==> config.mk <==
export PLATFORM = sky130hd
export DESIGN_NAME = adc_ctrl
export DESIGN_NICKNAME = d
export VERILOG_FILES = /design/src/shared/adc_ctrl_pkg.sv /design/src/rtl/settle_timer.sv /design/src/rtl/conversion_pipe.sv /design/src/rtl/adc_ctrl.sv
export VERILOG_INCLUDE_DIRS = /design/src /design/src/shared
export SDC_FILE = /design/constraint.sdc
export NUM_CORES = 1
export LEC_CHECK = 0
export BUFFER_PORTS_ARGS = -buffer_cell sky130_fd_sc_hd__buf_4
export CORE_UTILIZATION = 53
export DETAILED_ROUTE_END_ITERATION = 8
export PLACE_DENSITY = 0.79
export SLEW_MARGIN = 20
export SYNTH_ARGS = -nofsm -noshare
export SYNTH_HDL_FRONTEND = slang
export SYNTH_SLANG_ARGS = --single-unit
==> constraint.sdc <==
create_clock -name pclk -period 2.78 [get_ports pclk]
set_clock_uncertainty 0.2 [all_clocks]
set_input_delay 0.139 -clock pclk [delete_from_list [all_inputs] [get_ports pclk]]
set_output_delay 0.139 -clock pclk [all_outputs]
set_load 0.01 [all_outputs]
==> src/shared/adc_ctrl_params.svh <==
// Constants for the converter control block: register map, field positions and timing.
`ifndef ADC_CTRL_PARAMS_SVH
`define ADC_CTRL_PARAMS_SVH

// ==========================================================================
// Register byte offsets
// ==========================================================================
`define REG_CTRL1          8'h00
`define REG_CTRL3          8'h04
`define REG_CHSEL          8'h08
`define REG_TRIG           8'h0c
`define REG_STATUS         8'h10
`define REG_RESULT0        8'h14
`define REG_RESULT1        8'h18

// ==========================================================================
// Field positions
// ==========================================================================
`define CTRL1_PWM_EN_BIT   0
`define CTRL1_EXT_EN_BIT   1
`define CTRL1_CONT_BIT     2
`define CTRL1_PAIR_BIT     3
`define CTRL1_ACQ_LSB      8
`define CTRL1_ACQ_MSB      11
`define CTRL3_PWR_BIT      5
`define CTRL3_BGR_LSB      6
`define CTRL3_BGR_MSB      7
`define TRIG_SW_BIT        0
`define STAT_BUSY_BIT      0
`define STAT_READY_BIT     1
`define STAT_FLAG_BIT      2
`define STAT_OVERRUN_BIT   3
`define STAT_BGR_OK_BIT    4
`define STAT_PWD_OK_BIT    5

// ==========================================================================
// Timing
// ==========================================================================
`define PCLK_HZ            20000000
`define BGR_SETTLE_MS      5
`define BGR_SETTLE_CYCLES  ((`BGR_SETTLE_MS * `PCLK_HZ + 999) / 1000)
`define PWD_SETTLE_US      20
`define PWD_SETTLE_CYCLES  ((`PWD_SETTLE_US * `PCLK_HZ + 999999) / 1000000)
`define CONV_DIV           6'd2
`define TRIG_DELAY_HALF    6'd5
`define TRIG_DELAY_CYCLES  ((`TRIG_DELAY_HALF * `CONV_DIV) / 6'd2)
`define RESULT_LAT_CONV    4
`define PIPE_DEPTH         (`RESULT_LAT_CONV * 2)
`define GAP_CYCLES         (`CONV_DIV)
`define FLAG_DELAY         2

`endif

==> src/shared/adc_ctrl_pkg.sv <==
// Types shared by the converter control block and its leaf modules.
package adc_ctrl_pkg;

  // ========================================================================
  // Control block: sequencer states and register state
  // ========================================================================
  typedef enum logic [1:0] {
    ST_IDLE  = 2'b00,
    ST_DELAY = 2'b01,
    ST_HOLD  = 2'b10,
    ST_GAP   = 2'b11
  } seq_state_e;

  typedef struct packed {
    seq_state_e  state;
    logic [5:0]  cnt;
    logic [3:0]  acq;
    logic        pair_mode;
    logic        continuous;
    logic        pwm_en;
    logic        ext_en;
    logic [1:0]  bgr_bits;
    logic        power;
    logic [3:0]  channel;
    logic [11:0] result0;
    logic [11:0] result1;
    logic [1:0]  flag_pipe;
    logic        conv_flag;
    logic        overrun;
    logic        pwm_prev;
    logic        ext_prev;
    logic        sh_pulse;
    logic        pready;
    logic        pslverr;
    logic [31:0] prdata;
  } ctrl_state_s;

  // ========================================================================
  // Leaf modules
  // ========================================================================
  typedef struct packed {
    logic [16:0] cnt;
    logic        done;
  } timer_state_s;

  typedef logic [25:0] pipe_word_t;

  typedef struct packed {
    pipe_word_t [7:0] stage;
  } pipe_state_s;

endpackage : adc_ctrl_pkg

==> src/rtl/settle_timer.sv <==
// Settling timer that reports done once its enable has been held for a set count.
`timescale 1ns/100ps
`include "adc_ctrl_params.svh"

module settle_timer #(
  parameter int unsigned COUNT = 400
) (
  // Clock and reset
  input  wire logic pclk,
  input  wire logic presetn,
  // Control
  input  wire logic enable,
  output logic      done
);

  adc_ctrl_pkg::timer_state_s cur;
  adc_ctrl_pkg::timer_state_s nxt;

  // ==========================================================================
  // Counter
  // ==========================================================================
  // Dropping the enable restarts the wait, so a brief power glitch is never trusted.
  always_comb begin
    nxt = cur;
    if (!enable) begin
      nxt.cnt  = 17'h00000;
      nxt.done = 1'b0;
    end else begin
      if (!cur.done) begin
        nxt.cnt = cur.cnt + 17'h00001;
      end
      nxt.done = cur.done || (cur.cnt == 17'(COUNT - 1));
    end
  end

  always_ff @(posedge pclk or negedge presetn) begin
    if (!presetn) begin
      cur <= '0;
    end else begin
      cur <= nxt;
    end
  end

  assign done = cur.done;

endmodule : settle_timer

==> src/rtl/conversion_pipe.sv <==
// Eight-stage conversion pipeline, each stage one system clock long.
`timescale 1ns/100ps
`include "adc_ctrl_params.svh"

module conversion_pipe (
  // Clock and reset
  input  wire logic        pclk,
  input  wire logic        presetn,
  // Samples in
  input  wire logic        in_valid,
  input  wire logic [24:0] in_data,
  // Results out
  output logic             out_valid,
  output logic [24:0]      out_data
);

  adc_ctrl_pkg::pipe_state_s cur;
  adc_ctrl_pkg::pipe_state_s nxt;

  // ==========================================================================
  // Shift
  // ==========================================================================
  // A new sample may enter while older ones are still in flight.
  always_comb begin
    nxt = cur;
    nxt.stage[0] = {in_valid, in_data};
    for (int i = 1; i < `PIPE_DEPTH; i++) begin
      nxt.stage[i] = cur.stage[i-1];
    end
  end

  always_ff @(posedge pclk or negedge presetn) begin
    if (!presetn) begin
      cur <= '0;
    end else begin
      cur <= nxt;
    end
  end

  assign out_valid = cur.stage[`PIPE_DEPTH-1][25];
  assign out_data  = cur.stage[`PIPE_DEPTH-1][24:0];

endmodule : conversion_pipe

==> src/rtl/adc_ctrl.sv <==
// Converter control block: power-up sequencing, triggers, sample/hold timing, results.
//
// Notes on behaviour
// - All three power bits in one write work; ready after reference settling.
// - Sixteen input channels, sampled singly or as a pair, chosen by software.
// - Mode bit zero is single-channel sampling, one is paired sampling.
// - Single-channel mode can convert continuously on any channel of either group.
// - Conversions start from the PWM trigger, software trigger or external trigger.
// - Single-channel mode converts the selected channel once per sample/hold pulse.
// - The selected channel is sampled on each falling sample/hold edge.
// - Sample/hold pulse lasts from one to sixteen converter clocks.
// - Pulse width is one plus the four-bit acquisition count, bits 8 to 11.
// - Sampling begins two and a half converter clocks after the trigger.
// - First result reaches the result register four converter clocks after sampling.
// - Successive results follow two plus acquisition count converter clocks apart.
// - The conversion flag rises a few system clocks after the result update.
// - The conversion core is an eight-stage pipeline accepting overlapping samples.
// - Paired mode converts both channels of the pair together on every pulse.
//
// The placing of the registers and the APB interface to the registers were left to the implementer.
`timescale 1ns/100ps
`include "adc_ctrl_params.svh"

module adc_ctrl #(
  parameter int unsigned BGR_SETTLE_CYCLES = `BGR_SETTLE_CYCLES
) (
  // Clock and reset
  input  wire logic         pclk,
  input  wire logic         presetn,
  // APB slave
  input  wire logic         psel,
  input  wire logic         penable,
  input  wire logic         pwrite,
  input  wire logic [7:0]   paddr,
  input  wire logic [31:0]  pwdata,
  output logic [31:0]       prdata,
  output logic              pready,
  output logic              pslverr,
  // Trigger sources
  input  wire logic         pwm_trigger_source,
  input  wire logic         external_convert_trigger,
  // Analog channels, sixteen 12-bit values, channel n in bits 12n+11:12n
  input  wire logic [191:0] channel_data,
  // Converter outputs
  output logic              sample_hold_pulse,
  output logic [11:0]       result0,
  output logic [11:0]       result1,
  output logic              conversion_flag
);

  adc_ctrl_pkg::ctrl_state_s cur;
  adc_ctrl_pkg::ctrl_state_s next_s;

  logic        bgr_done;
  logic        pwd_done;
  logic        pipe_valid;
  logic [24:0] pipe_data;

  // ==========================================================================
  // Power-up settling
  // ==========================================================================
  settle_timer #(
    .COUNT (BGR_SETTLE_CYCLES)
  ) bgr_timer (
    .pclk    (pclk),
    .presetn (presetn),
    .enable  (&cur.bgr_bits),
    .done    (bgr_done)
  );

  settle_timer #(
    .COUNT (`PWD_SETTLE_CYCLES)
  ) pwd_timer (
    .pclk    (pclk),
    .presetn (presetn),
    .enable  (cur.power),
    .done    (pwd_done)
  );

  // ==========================================================================
  // Sampling and pipeline
  // ==========================================================================
  logic        conv_ready;
  logic        sample_now;
  logic [3:0]  idx_a;
  logic [3:0]  idx_b;
  logic [11:0] sample_a;
  logic [11:0] sample_b;
  logic [5:0]  hold_load;

  // The power timer starts with the reference timer, so one write of all three works.
  assign conv_ready = bgr_done && pwd_done && cur.power && (&cur.bgr_bits);
  assign hold_load  = 6'((({2'b00, cur.acq} + 6'd1) * `CONV_DIV) - 6'd1);
  assign sample_now = (cur.state == adc_ctrl_pkg::ST_HOLD) && (cur.cnt == 6'd0);
  assign idx_a      = cur.pair_mode ? {1'b0, cur.channel[2:0]} : cur.channel;
  assign idx_b      = {1'b1, cur.channel[2:0]};
  assign sample_a   = channel_data[12*idx_a +: 12];
  assign sample_b   = channel_data[12*idx_b +: 12];

  conversion_pipe pipe (
    .pclk      (pclk),
    .presetn   (presetn),
    .in_valid  (sample_now),
    .in_data   ({cur.pair_mode, cur.pair_mode ? sample_b : 12'h000, sample_a}),
    .out_valid (pipe_valid),
    .out_data  (pipe_data)
  );

  // ==========================================================================
  // Next state
  // ==========================================================================
  logic setup;
  logic wr;
  logic [5:0] reg_sel;
  logic pwm_edge;
  logic ext_edge;
  logic sw_trig;
  logic trig;
  logic mapped;
  logic [31:0] rd_val;

  always_comb begin
    next_s   = cur;
    setup    = psel && !penable;
    wr       = psel && penable && cur.pready && pwrite;
    reg_sel  = paddr[7:2];
    pwm_edge = pwm_trigger_source && !cur.pwm_prev && cur.pwm_en;
    ext_edge = external_convert_trigger && !cur.ext_prev && cur.ext_en;
    sw_trig  = wr && (reg_sel == 6'(`REG_TRIG >> 2)) && pwdata[`TRIG_SW_BIT];
    trig     = pwm_edge || ext_edge || sw_trig;
    mapped   = 1'b1;
    rd_val   = 32'h00000000;

    next_s.pwm_prev = pwm_trigger_source;
    next_s.ext_prev = external_convert_trigger;

    // Register writes.
    if (wr) begin
      unique case (reg_sel)
        6'(`REG_CTRL1 >> 2): begin
          next_s.pwm_en     = pwdata[`CTRL1_PWM_EN_BIT];
          next_s.ext_en     = pwdata[`CTRL1_EXT_EN_BIT];
          next_s.continuous = pwdata[`CTRL1_CONT_BIT];
          next_s.pair_mode  = pwdata[`CTRL1_PAIR_BIT];
          next_s.acq        = pwdata[`CTRL1_ACQ_MSB:`CTRL1_ACQ_LSB];
        end
        6'(`REG_CTRL3 >> 2): begin
          next_s.bgr_bits = pwdata[`CTRL3_BGR_MSB:`CTRL3_BGR_LSB];
          next_s.power    = pwdata[`CTRL3_PWR_BIT];
        end
        6'(`REG_CHSEL >> 2): begin
          next_s.channel = pwdata[3:0];
        end
        6'(`REG_STATUS >> 2): begin
          if (pwdata[`STAT_FLAG_BIT]) begin
            next_s.conv_flag = 1'b0;
          end
          if (pwdata[`STAT_OVERRUN_BIT]) begin
            next_s.overrun = 1'b0;
          end
        end
        default: begin
        end
      endcase
    end

    // Sequencer.
    unique case (cur.state)
      adc_ctrl_pkg::ST_IDLE: begin
        if (trig && conv_ready) begin
          next_s.state = adc_ctrl_pkg::ST_DELAY;
          next_s.cnt   = 6'(`TRIG_DELAY_CYCLES - 6'd1);
        end
      end
      adc_ctrl_pkg::ST_DELAY: begin
        if (cur.cnt == 6'd0) begin
          next_s.state    = adc_ctrl_pkg::ST_HOLD;
          next_s.cnt      = hold_load;
          next_s.sh_pulse = 1'b1;
        end else begin
          next_s.cnt = cur.cnt - 6'd1;
        end
      end
      adc_ctrl_pkg::ST_HOLD: begin
        if (cur.cnt == 6'd0) begin
          // One sample per pulse; the pipe captures it at this edge.
          next_s.sh_pulse = 1'b0;
          if (cur.continuous) begin
            next_s.state = adc_ctrl_pkg::ST_GAP;
            next_s.cnt   = 6'(`GAP_CYCLES - 6'd1);
          end else begin
            next_s.state = adc_ctrl_pkg::ST_IDLE;
          end
        end else begin
          next_s.cnt = cur.cnt - 6'd1;
        end
      end
      adc_ctrl_pkg::ST_GAP: begin
        if (cur.cnt == 6'd0) begin
          next_s.state    = adc_ctrl_pkg::ST_HOLD;
          next_s.cnt      = hold_load;
          next_s.sh_pulse = 1'b1;
        end else begin
          next_s.cnt = cur.cnt - 6'd1;
        end
      end
    endcase

    // A trigger while a conversion is running is dropped and remembered.
    if (trig && (cur.state != adc_ctrl_pkg::ST_IDLE)) begin
      next_s.overrun = 1'b1;
    end

    // Losing converter power stops the sequencer at once.
    if (!conv_ready) begin
      next_s.state    = adc_ctrl_pkg::ST_IDLE;
      next_s.sh_pulse = 1'b0;
    end

    // Results leave the pipe four converter clocks after the falling edge.
    if (pipe_valid) begin
      next_s.result0 = pipe_data[11:0];
      if (pipe_data[24]) begin
        next_s.result1 = pipe_data[23:12];
      end
    end

    // The flag trails the result update; a set in the clear cycle wins.
    next_s.flag_pipe = {cur.flag_pipe[0], pipe_valid};
    if (cur.flag_pipe[`FLAG_DELAY-1]) begin
      next_s.conv_flag = 1'b1;
    end

    // Read data, captured in the setup cycle; zero wait states.
    unique case (reg_sel)
      6'(`REG_CTRL1 >> 2): begin
        rd_val[`CTRL1_PWM_EN_BIT]              = cur.pwm_en;
        rd_val[`CTRL1_EXT_EN_BIT]              = cur.ext_en;
        rd_val[`CTRL1_CONT_BIT]                = cur.continuous;
        rd_val[`CTRL1_PAIR_BIT]                = cur.pair_mode;
        rd_val[`CTRL1_ACQ_MSB:`CTRL1_ACQ_LSB]  = cur.acq;
      end
      6'(`REG_CTRL3 >> 2): begin
        rd_val[`CTRL3_BGR_MSB:`CTRL3_BGR_LSB] = cur.bgr_bits;
        rd_val[`CTRL3_PWR_BIT]                = cur.power;
      end
      6'(`REG_CHSEL >> 2): begin
        rd_val[3:0] = cur.channel;
      end
      6'(`REG_TRIG >> 2): begin
        rd_val = 32'h00000000;
      end
      6'(`REG_STATUS >> 2): begin
        rd_val[`STAT_BUSY_BIT]    = (cur.state != adc_ctrl_pkg::ST_IDLE);
        rd_val[`STAT_READY_BIT]   = conv_ready;
        rd_val[`STAT_FLAG_BIT]    = cur.conv_flag;
        rd_val[`STAT_OVERRUN_BIT] = cur.overrun;
        rd_val[`STAT_BGR_OK_BIT]  = bgr_done;
        rd_val[`STAT_PWD_OK_BIT]  = pwd_done;
      end
      6'(`REG_RESULT0 >> 2): begin
        rd_val[11:0] = cur.result0;
      end
      6'(`REG_RESULT1 >> 2): begin
        rd_val[11:0] = cur.result1;
      end
      default: begin
        mapped = 1'b0;
      end
    endcase

    next_s.pready = setup;
    if (setup) begin
      next_s.prdata  = rd_val;
      next_s.pslverr = !mapped;
    end else if (!psel) begin
      next_s.pslverr = 1'b0;
    end
  end

  // ==========================================================================
  // State register
  // ==========================================================================
  always_ff @(posedge pclk or negedge presetn) begin
    if (!presetn) begin
      cur <= '0;
    end else begin
      cur <= next_s;
    end
  end

  assign prdata            = cur.prdata;
  assign pready            = cur.pready;
  assign pslverr           = cur.pslverr;
  assign sample_hold_pulse = cur.sh_pulse;
  assign result0           = cur.result0;
  assign result1           = cur.result1;
  assign conversion_flag   = cur.conv_flag;

endmodule : adc_ctrl

==> results of run 1 <==
layout by cell type (no fill, tap or decap), types with 5 or more instances in the layout:
master / netlist / routed
a211oi_1: 12 / 12
a21oi_1: 29 / 29
a22o_1: 15 / 15
and2_1: 18 / 18
buf_4: 56 / 282
clkbuf_1: 31 / 6
clkbuf_16: 0 / 29
clkinv_2: 0 / 6
conb_1: 1 / 20
dfrtp_1: 312 / 310
dlygate4sd3_1: 0 / 128
ha_1: 6 / 6
inv_1: 14 / 14
mux2_2: 43 / 43
mux2i_1: 23 / 23
mux4_2: 48 / 48
nand2_1: 34 / 34
nand3_1: 14 / 14
nand4_1: 9 / 9
nor2_1: 40 / 40
nor2b_1: 32 / 31
nor3_1: 14 / 14
nor4_1: 7 / 7
o21ai_0: 15 / 15
or3_1: 5 / 5
xnor2_1: 16 / 16
xor2_1: 17 / 17
metrics by stage:
step	total power [uW]	setup WS [ns]	util, %
after global routing	9283	0.08919	72.88
after CTS	9035	0.01257	72.53
after detailed placement	5283	0.4200	63.11
final	8987	0.1994	72.88
after floorplan	4915	0.6572	-
after global placement	5263	0.4350	63.11
flip-flops by register name, indices dropped and copies added, names as in the netlist:
name and flops:
pipe.cur 182, cur 28, pipe.out_data 25, bgr_timer.cur 17
pwd_timer.cur 17, prdata 12, result0 12, result1 12
bgr_timer.done 1, conversion_flag 1, pipe.out_valid 1, pready 1
pslverr 1, pwd_timer.done 1, sample_hold_pulse 1
what timing repair did:
action	in CTS	in global routing
hold endpoints to repair	364	0
setup buffers	0	7
setup endpoints to repair	0	13
hold buffers	128	0
path summary, 6_finish.rpt:
| check | from | endpoint | slack, ns | cells past startpoint |
|---|---|---|---|---|
| max reg2reg | cur[65]$_DFFE_PN0P_ | pipe.cur[23]$_DFF_PN0_ | 0.20 | 5 |
| min reg2reg | pipe.cur[53]$_DFF_PN0_ | pipe.cur[79]$_DFF_PN0_ | 0.14 | 0 |
| max | cur[65]$_DFFE_PN0P_ | pipe.cur[23]$_DFF_PN0_ | 0.20 | 5 |
| min in group asynchronous | presetn | cur[82]$_DFFE_PN0P_ | 0.49 | 3 |
| min | channel_data[110] | pipe.cur[14]$_DFF_PN0_ | 0.01 | 4 |
| max in group asynchronous | presetn | cur[83]$_DFFE_PN0P_ | 0.88 | 4 |
power breakdown:
| group | internal [uW] | switching (uW) | total, uW |
|---|---|---|---|
| registers | 4630 | 33.8 | 4660 |
| clock network | 2060 | 1550 | 3620 |
| logic | 421 | 285 | 706 |
layer usage:
metal	track usage (%)	up-vias	wire, microns
li1	-	3745	-
met1	30.46	4208	11940
met3	4.203	74	1486
met5	0	-	0
met4	9.618	0	1140
met2	47.90	323	16720
final cells by class:
cell class                      count  area [sq um]
Fill cell                        1405          6158
Sequential cell                   312          7812
Tap cell                          285         356.6
Antenna cell                        3         7.507
Multi-Input combinational cell    469          3964
Inverter                           14         52.55
Clock buffer                       38         789.5
Clock inverter                      8         67.56
Timing Repair Buffer              415          3501
logic make-up (layout without fill, tap and decap cells):
| family | after synthesis | count (layout) | share of synthesized area [%] |
|---|---|---|---|
| compound gates | 101 | 101 | 5.538 |
| xor+xnor | 33 | 33 | 2.343 |
| fa+ha+maj | 6 | 6 | 0.6086 |
| buf+inv | 111 | 475 | 5.173 |
| flops | 312 | 312 | 63.29 |
| mux | 114 | 114 | 14.56 |
| other cells | 1 | 23 | 0.03040 |
| simple gates | 195 | 195 | 8.459 |
worst max-delay path, stage by stage, from the launching register on:
cell           delay, ns
dfrtp_4             0.57
buf_4               0.25
mux4_2              0.52
mux2i_1             0.27
nor2b_1             0.08
dlygate4sd3_1       0.56
==> results.ini, run 1 <==
[sta]
totalNegativeSetupSlack_ns = 0
relSlewSlack_pct = 55.52
setup_viol = 0
period_share_pct = 92.83
tightest_slew_ns = 0.6655
hold_viol = 0
fin_crit_ns = 2.581
rsz0062_at_grt = false
drv_slew = 0
fmax_mhz = 387.5
hold_ws_ns = 0.01071

[critical_path]
crit_type = reg2reg
required_ns = 2.99
cp.arrival_ns = 2.79
critPathLaunchType = register
crit_fanout = 12
end_kind = register

[synth]
synth_ff_type = dfrtp_1
ys_ff_latch = 312
ys_seq_area_share_pct = 63.29
netlist_top_cells_area = dfrtp_1 (63%), mux4_2 (8.8%), mux2_2 (3.9%), buf_4 (3.4%), mux2i_1 (1.9%)
synthTopCellsByCount = dfrtp_1 (312), buf_4 (56), mux4_2 (48), mux2_2 (43), nor2_1 (40)
synth.distinct_cells = 53
synth_top_area_share_pct = 63.29
synth_most_common_cell = dfrtp_1
syn_inst = 873
yosysWarnings = 0
synth_edf_count = 0
synth_area_sq_um = 12340
syn_area_per_cell_sq_um = 14.13
async_flop_share_pct = 100.0
synth.largest_area_cell = dfrtp_1

[flow_run]
drv_cap = 0

[floorplanning]
rows = 55
io_pins = 299
core-area_sq_um = 22710
die_h_microns = 154.6
dieArea_sq_um = 23890
dieWidth_microns = 154.6
start_util_pct = 54.32

[cts]
clkTransAtPathRegs_ns = 0.06
numCtsBuffers = 29
clock_latency_ns = 0.53
cts_max_level = 1
cts_resized = 0
cts-root-buf = clkbuf_16
cts.path.max_buffers = 3
clock-sinks = 312
tritoncts = done

[cells_and_area]
fin_cells = 1544
nets = 1486
stdcell_area_sq_um = 16550
syn2layout_area_growth_pct = 34.17
layout-drive-gt1-share_pct = 33.76

[placed_design]
dpl-instance-area_sq_um = 14330
io_buffer_count = 255
dp_hpwl_microns = 19310
dp_cells = 1360
gp_congestion = 0.8337

[outcome]
status = finished clean

[global_routing]
grt_use_total_pct = 25.96
grt.overflow.total = 0
grt_max_degree = 71
grt_pass1_vias = 9035
antenna_found_initial = 3
grt_pass1_wl_microns = 47490

[route]
drtIter0Drc = 405
ant_nets = 0
routed_wl_microns = 31290
via_per_inst = 5.408
drt_first_pass_iters = 4
post-route-drc-count = 0
vias = 8350
wl_per_cell_microns = 20.26

[worst_hold_path]
hold_path_class = in2reg

[pwr]
p_per_area_nw_per_um2 = 543.0
leakagePower_uw = 0.007810
ir_drop_uv = 361.3

(Power assumes the default switching activity.)
==> inputs of run 2 (changes only) <==
Settings changed: CORE_MARGIN from default to 2.
==> run 2 against run 1 <==
Compared with the run above:
- combinational power is 7.4% lower
- via count is 3.2% lower
- core utilization down 0.87 points
- cell area down 0.90%
- final cell count down 0.19%
- total power increased by 4.8%
- worst hold slack improved by 0.0012 ns
- highest routed layer unchanged
==> results.ini, run 2 (synthesis gave the netlist of run 1 again) <==
[sta]
totalNegativeSetupSlack_ns = 0
timing.final.ws_setup_ns = 0.1390
drv_slew = 0
fmax_mhz = 378.6
tightest_slew_ns = 0.6922
rsz0062_at_grt = false
fin_crit_ns = 2.641
setup_viol = 0
relSlewSlack_pct = 53.74
period_share_pct = 95.00
hold_viol = 0

[cts]
tritoncts = done
clock-sinks = 312
cts_max_level = 1
clkTransAtPathRegs_ns = 0.06
clock_latency_ns = 0.54
numCtsBuffers = 29
cts.path.max_buffers = 3
cts_setup_buffers = 0
cts-root-buf = clkbuf_16

[cells_and_area]
seq_area_sq_um = 7815
final_common_cell = dfrtp_1
syn2layout_area_growth_pct = 32.96
nets = 1451
largest_register_ffs = 182
n_fill_cell = 1407
regMostFlops = pipe.cur
layout-drive-gt1-share_pct = 34.69
mostFrequentLayoutCells = dfrtp_1 (310), buf_4 (275), dlygate4sd3_1 (100), mux4_2 (48), mux2_2 (43)
multi_input_area_sq_um = 3964
diodes = 0
fin_cells = 1541

[route]
wl_per_cell_microns = 18.90
drtIter0Drc = 497
post-route-drc-count = 0
drt_first_pass_iters = 5
routed_wl_microns = 29120
ant_nets = 0
vias = 8079
via_per_inst = 5.243

[global_routing]
grt_max_degree = 88
grt_use_total_pct = 23.87
antenna_found_initial = 0
grt.overflow.total = 0
gr-usage-met2_pct = 43.09
grt_pass1_vias = 8749
busiest_layer = met2
met3_usage_pct = 4.099
met1_usage_pct = 29.12
grt_pass1_wl_microns = 45140

[pwr]
power_frac_comb_pct = 6.9
p_sw_uw = 1938
ir_drop_uv = 431.2
p_seq_share_pct = 49.5
p_per_area_nw_per_um2 = 574.2
p_clk_share_pct = 43.6
p_sw_share_pct = 20.58
leakagePower_uw = 0.007715
p_int_uw = 7481

[floorplanning]
dieWidth_microns = 156.6
start_util_pct = 54.16
io_pins = 299
die_h_microns = 156.6
dieArea_sq_um = 24510
rows = 55
core-area_sq_um = 22780

[placed_design]
dp_cells = 1388
dp_hpwl_microns = 19220
pre_cts_slack_ns = 0.4536
io_buffer_count = 255
gp_congestion = 0.8392

[critical_path]
reg2reg_depth = 5
end_kind = register
r2r_end = pipe.cur[1]$_DFF_PN0_
crit_fanout = 9
critPathLaunchType = register
worstReg2RegStart = cur[65]$_DFFE_PN0P_
crit_type = reg2reg
cp.arrival_ns = 2.84
reg2reg_slack_ns = 0.14
required_ns = 2.98

[outcome]
status = finished clean

[flow_run]
drv_cap = 0

[worst_hold_path]
hold_path_class = in2async

-- run 2: power groups by stage --
stage / logic, uW / registers, uW / clock network [uW]
floorplan: 185 / 4730 / 0
global placement: 523 / 4740 / 0
detailed placement: 534 / 4740 / 0
CTS: 647 / 4660 / 4200
global route: 709 / 4670 / 4400
finish: 654 / 4660 / 4100
-- run 2: what timing repair did --
action	4_1_cts	5_1_grt
gates resized for setup	0	1
setup endpoints to repair	0	3
hold buffers	100	0
hold endpoints to repair	350	0
-- run 2: per-layer routing --
layer / up-vias / wire (microns)
met1: 4039 / 11210
met5: - / 0
li1: 3675 / -
met2: 306 / 15390
met3: 59 / 1583
met4: 0 / 936
-- run 2: cell type report --
| class | instances | share of cell area, % |
|---|---|---|
| clock buffers | 39 | 5.019 |
| clock inverters | 14 | 1.190 |
| inverters | 14 | 0.3204 |
| multi-input cells | 469 | 24.17 |
| flip-flops and latches | 312 | 47.65 |
| well taps | 313 | 2.388 |
| repair buffers | 380 | 19.27 |
-- run 2: worst max-delay path by stage --
stage / startpoint / slack [ns] / end / cells past startpoint
4_1_cts: cur[66]$_DFFE_PN0P_ / 0.08 / pipe.cur[8]$_DFF_PN0_ / 5
5_1_grt: cur[65]$_DFFE_PN0P_ / 0.01 / pipe.cur[9]$_DFF_PN0_ / 6
6_report: cur[65]$_DFFE_PN0P_ / 0.14 / pipe.cur[1]$_DFF_PN0_ / 5
2_1_floorplan: cur[80]$_DFFE_PN0P_ / 0.66 / cur[81]$_DFFE_PN0P_ / 8
3_3_place_gp: paddr[5] / 0.54 / cur[66]$_DFFE_PN0P_ / 5
3_5_place_dp: cur[80]$_DFFE_PN0P_ / 0.45 / cur[83]$_DFFE_PN0P_ / 7
-- run 2: metrics by stage --
step	hold WS (ns)	power (uW)	cell area (sq um)	utilization [%]
3_3_place_gp	-0.004956	5260	14380	63.13
3_5_place_dp	-0.001352	5279	14380	63.13
4_1_cts	0.0002227	9511	16400	72.00
5_1_grt	0.01941	9771	16400	72.01
2_1_floorplan	-0.3566	4915	12410	-
6_report	0.01187	9419	16400	72.01
-- run 2: worst max-delay path, cell delays in order, from the launching register on --
cell,delay (ns)
dfrtp_4,0.54
buf_4,0.25
mux4_2,0.50
dlygate4sd3_1,0.56
a211oi_1,0.39
a21oi_1,0.07
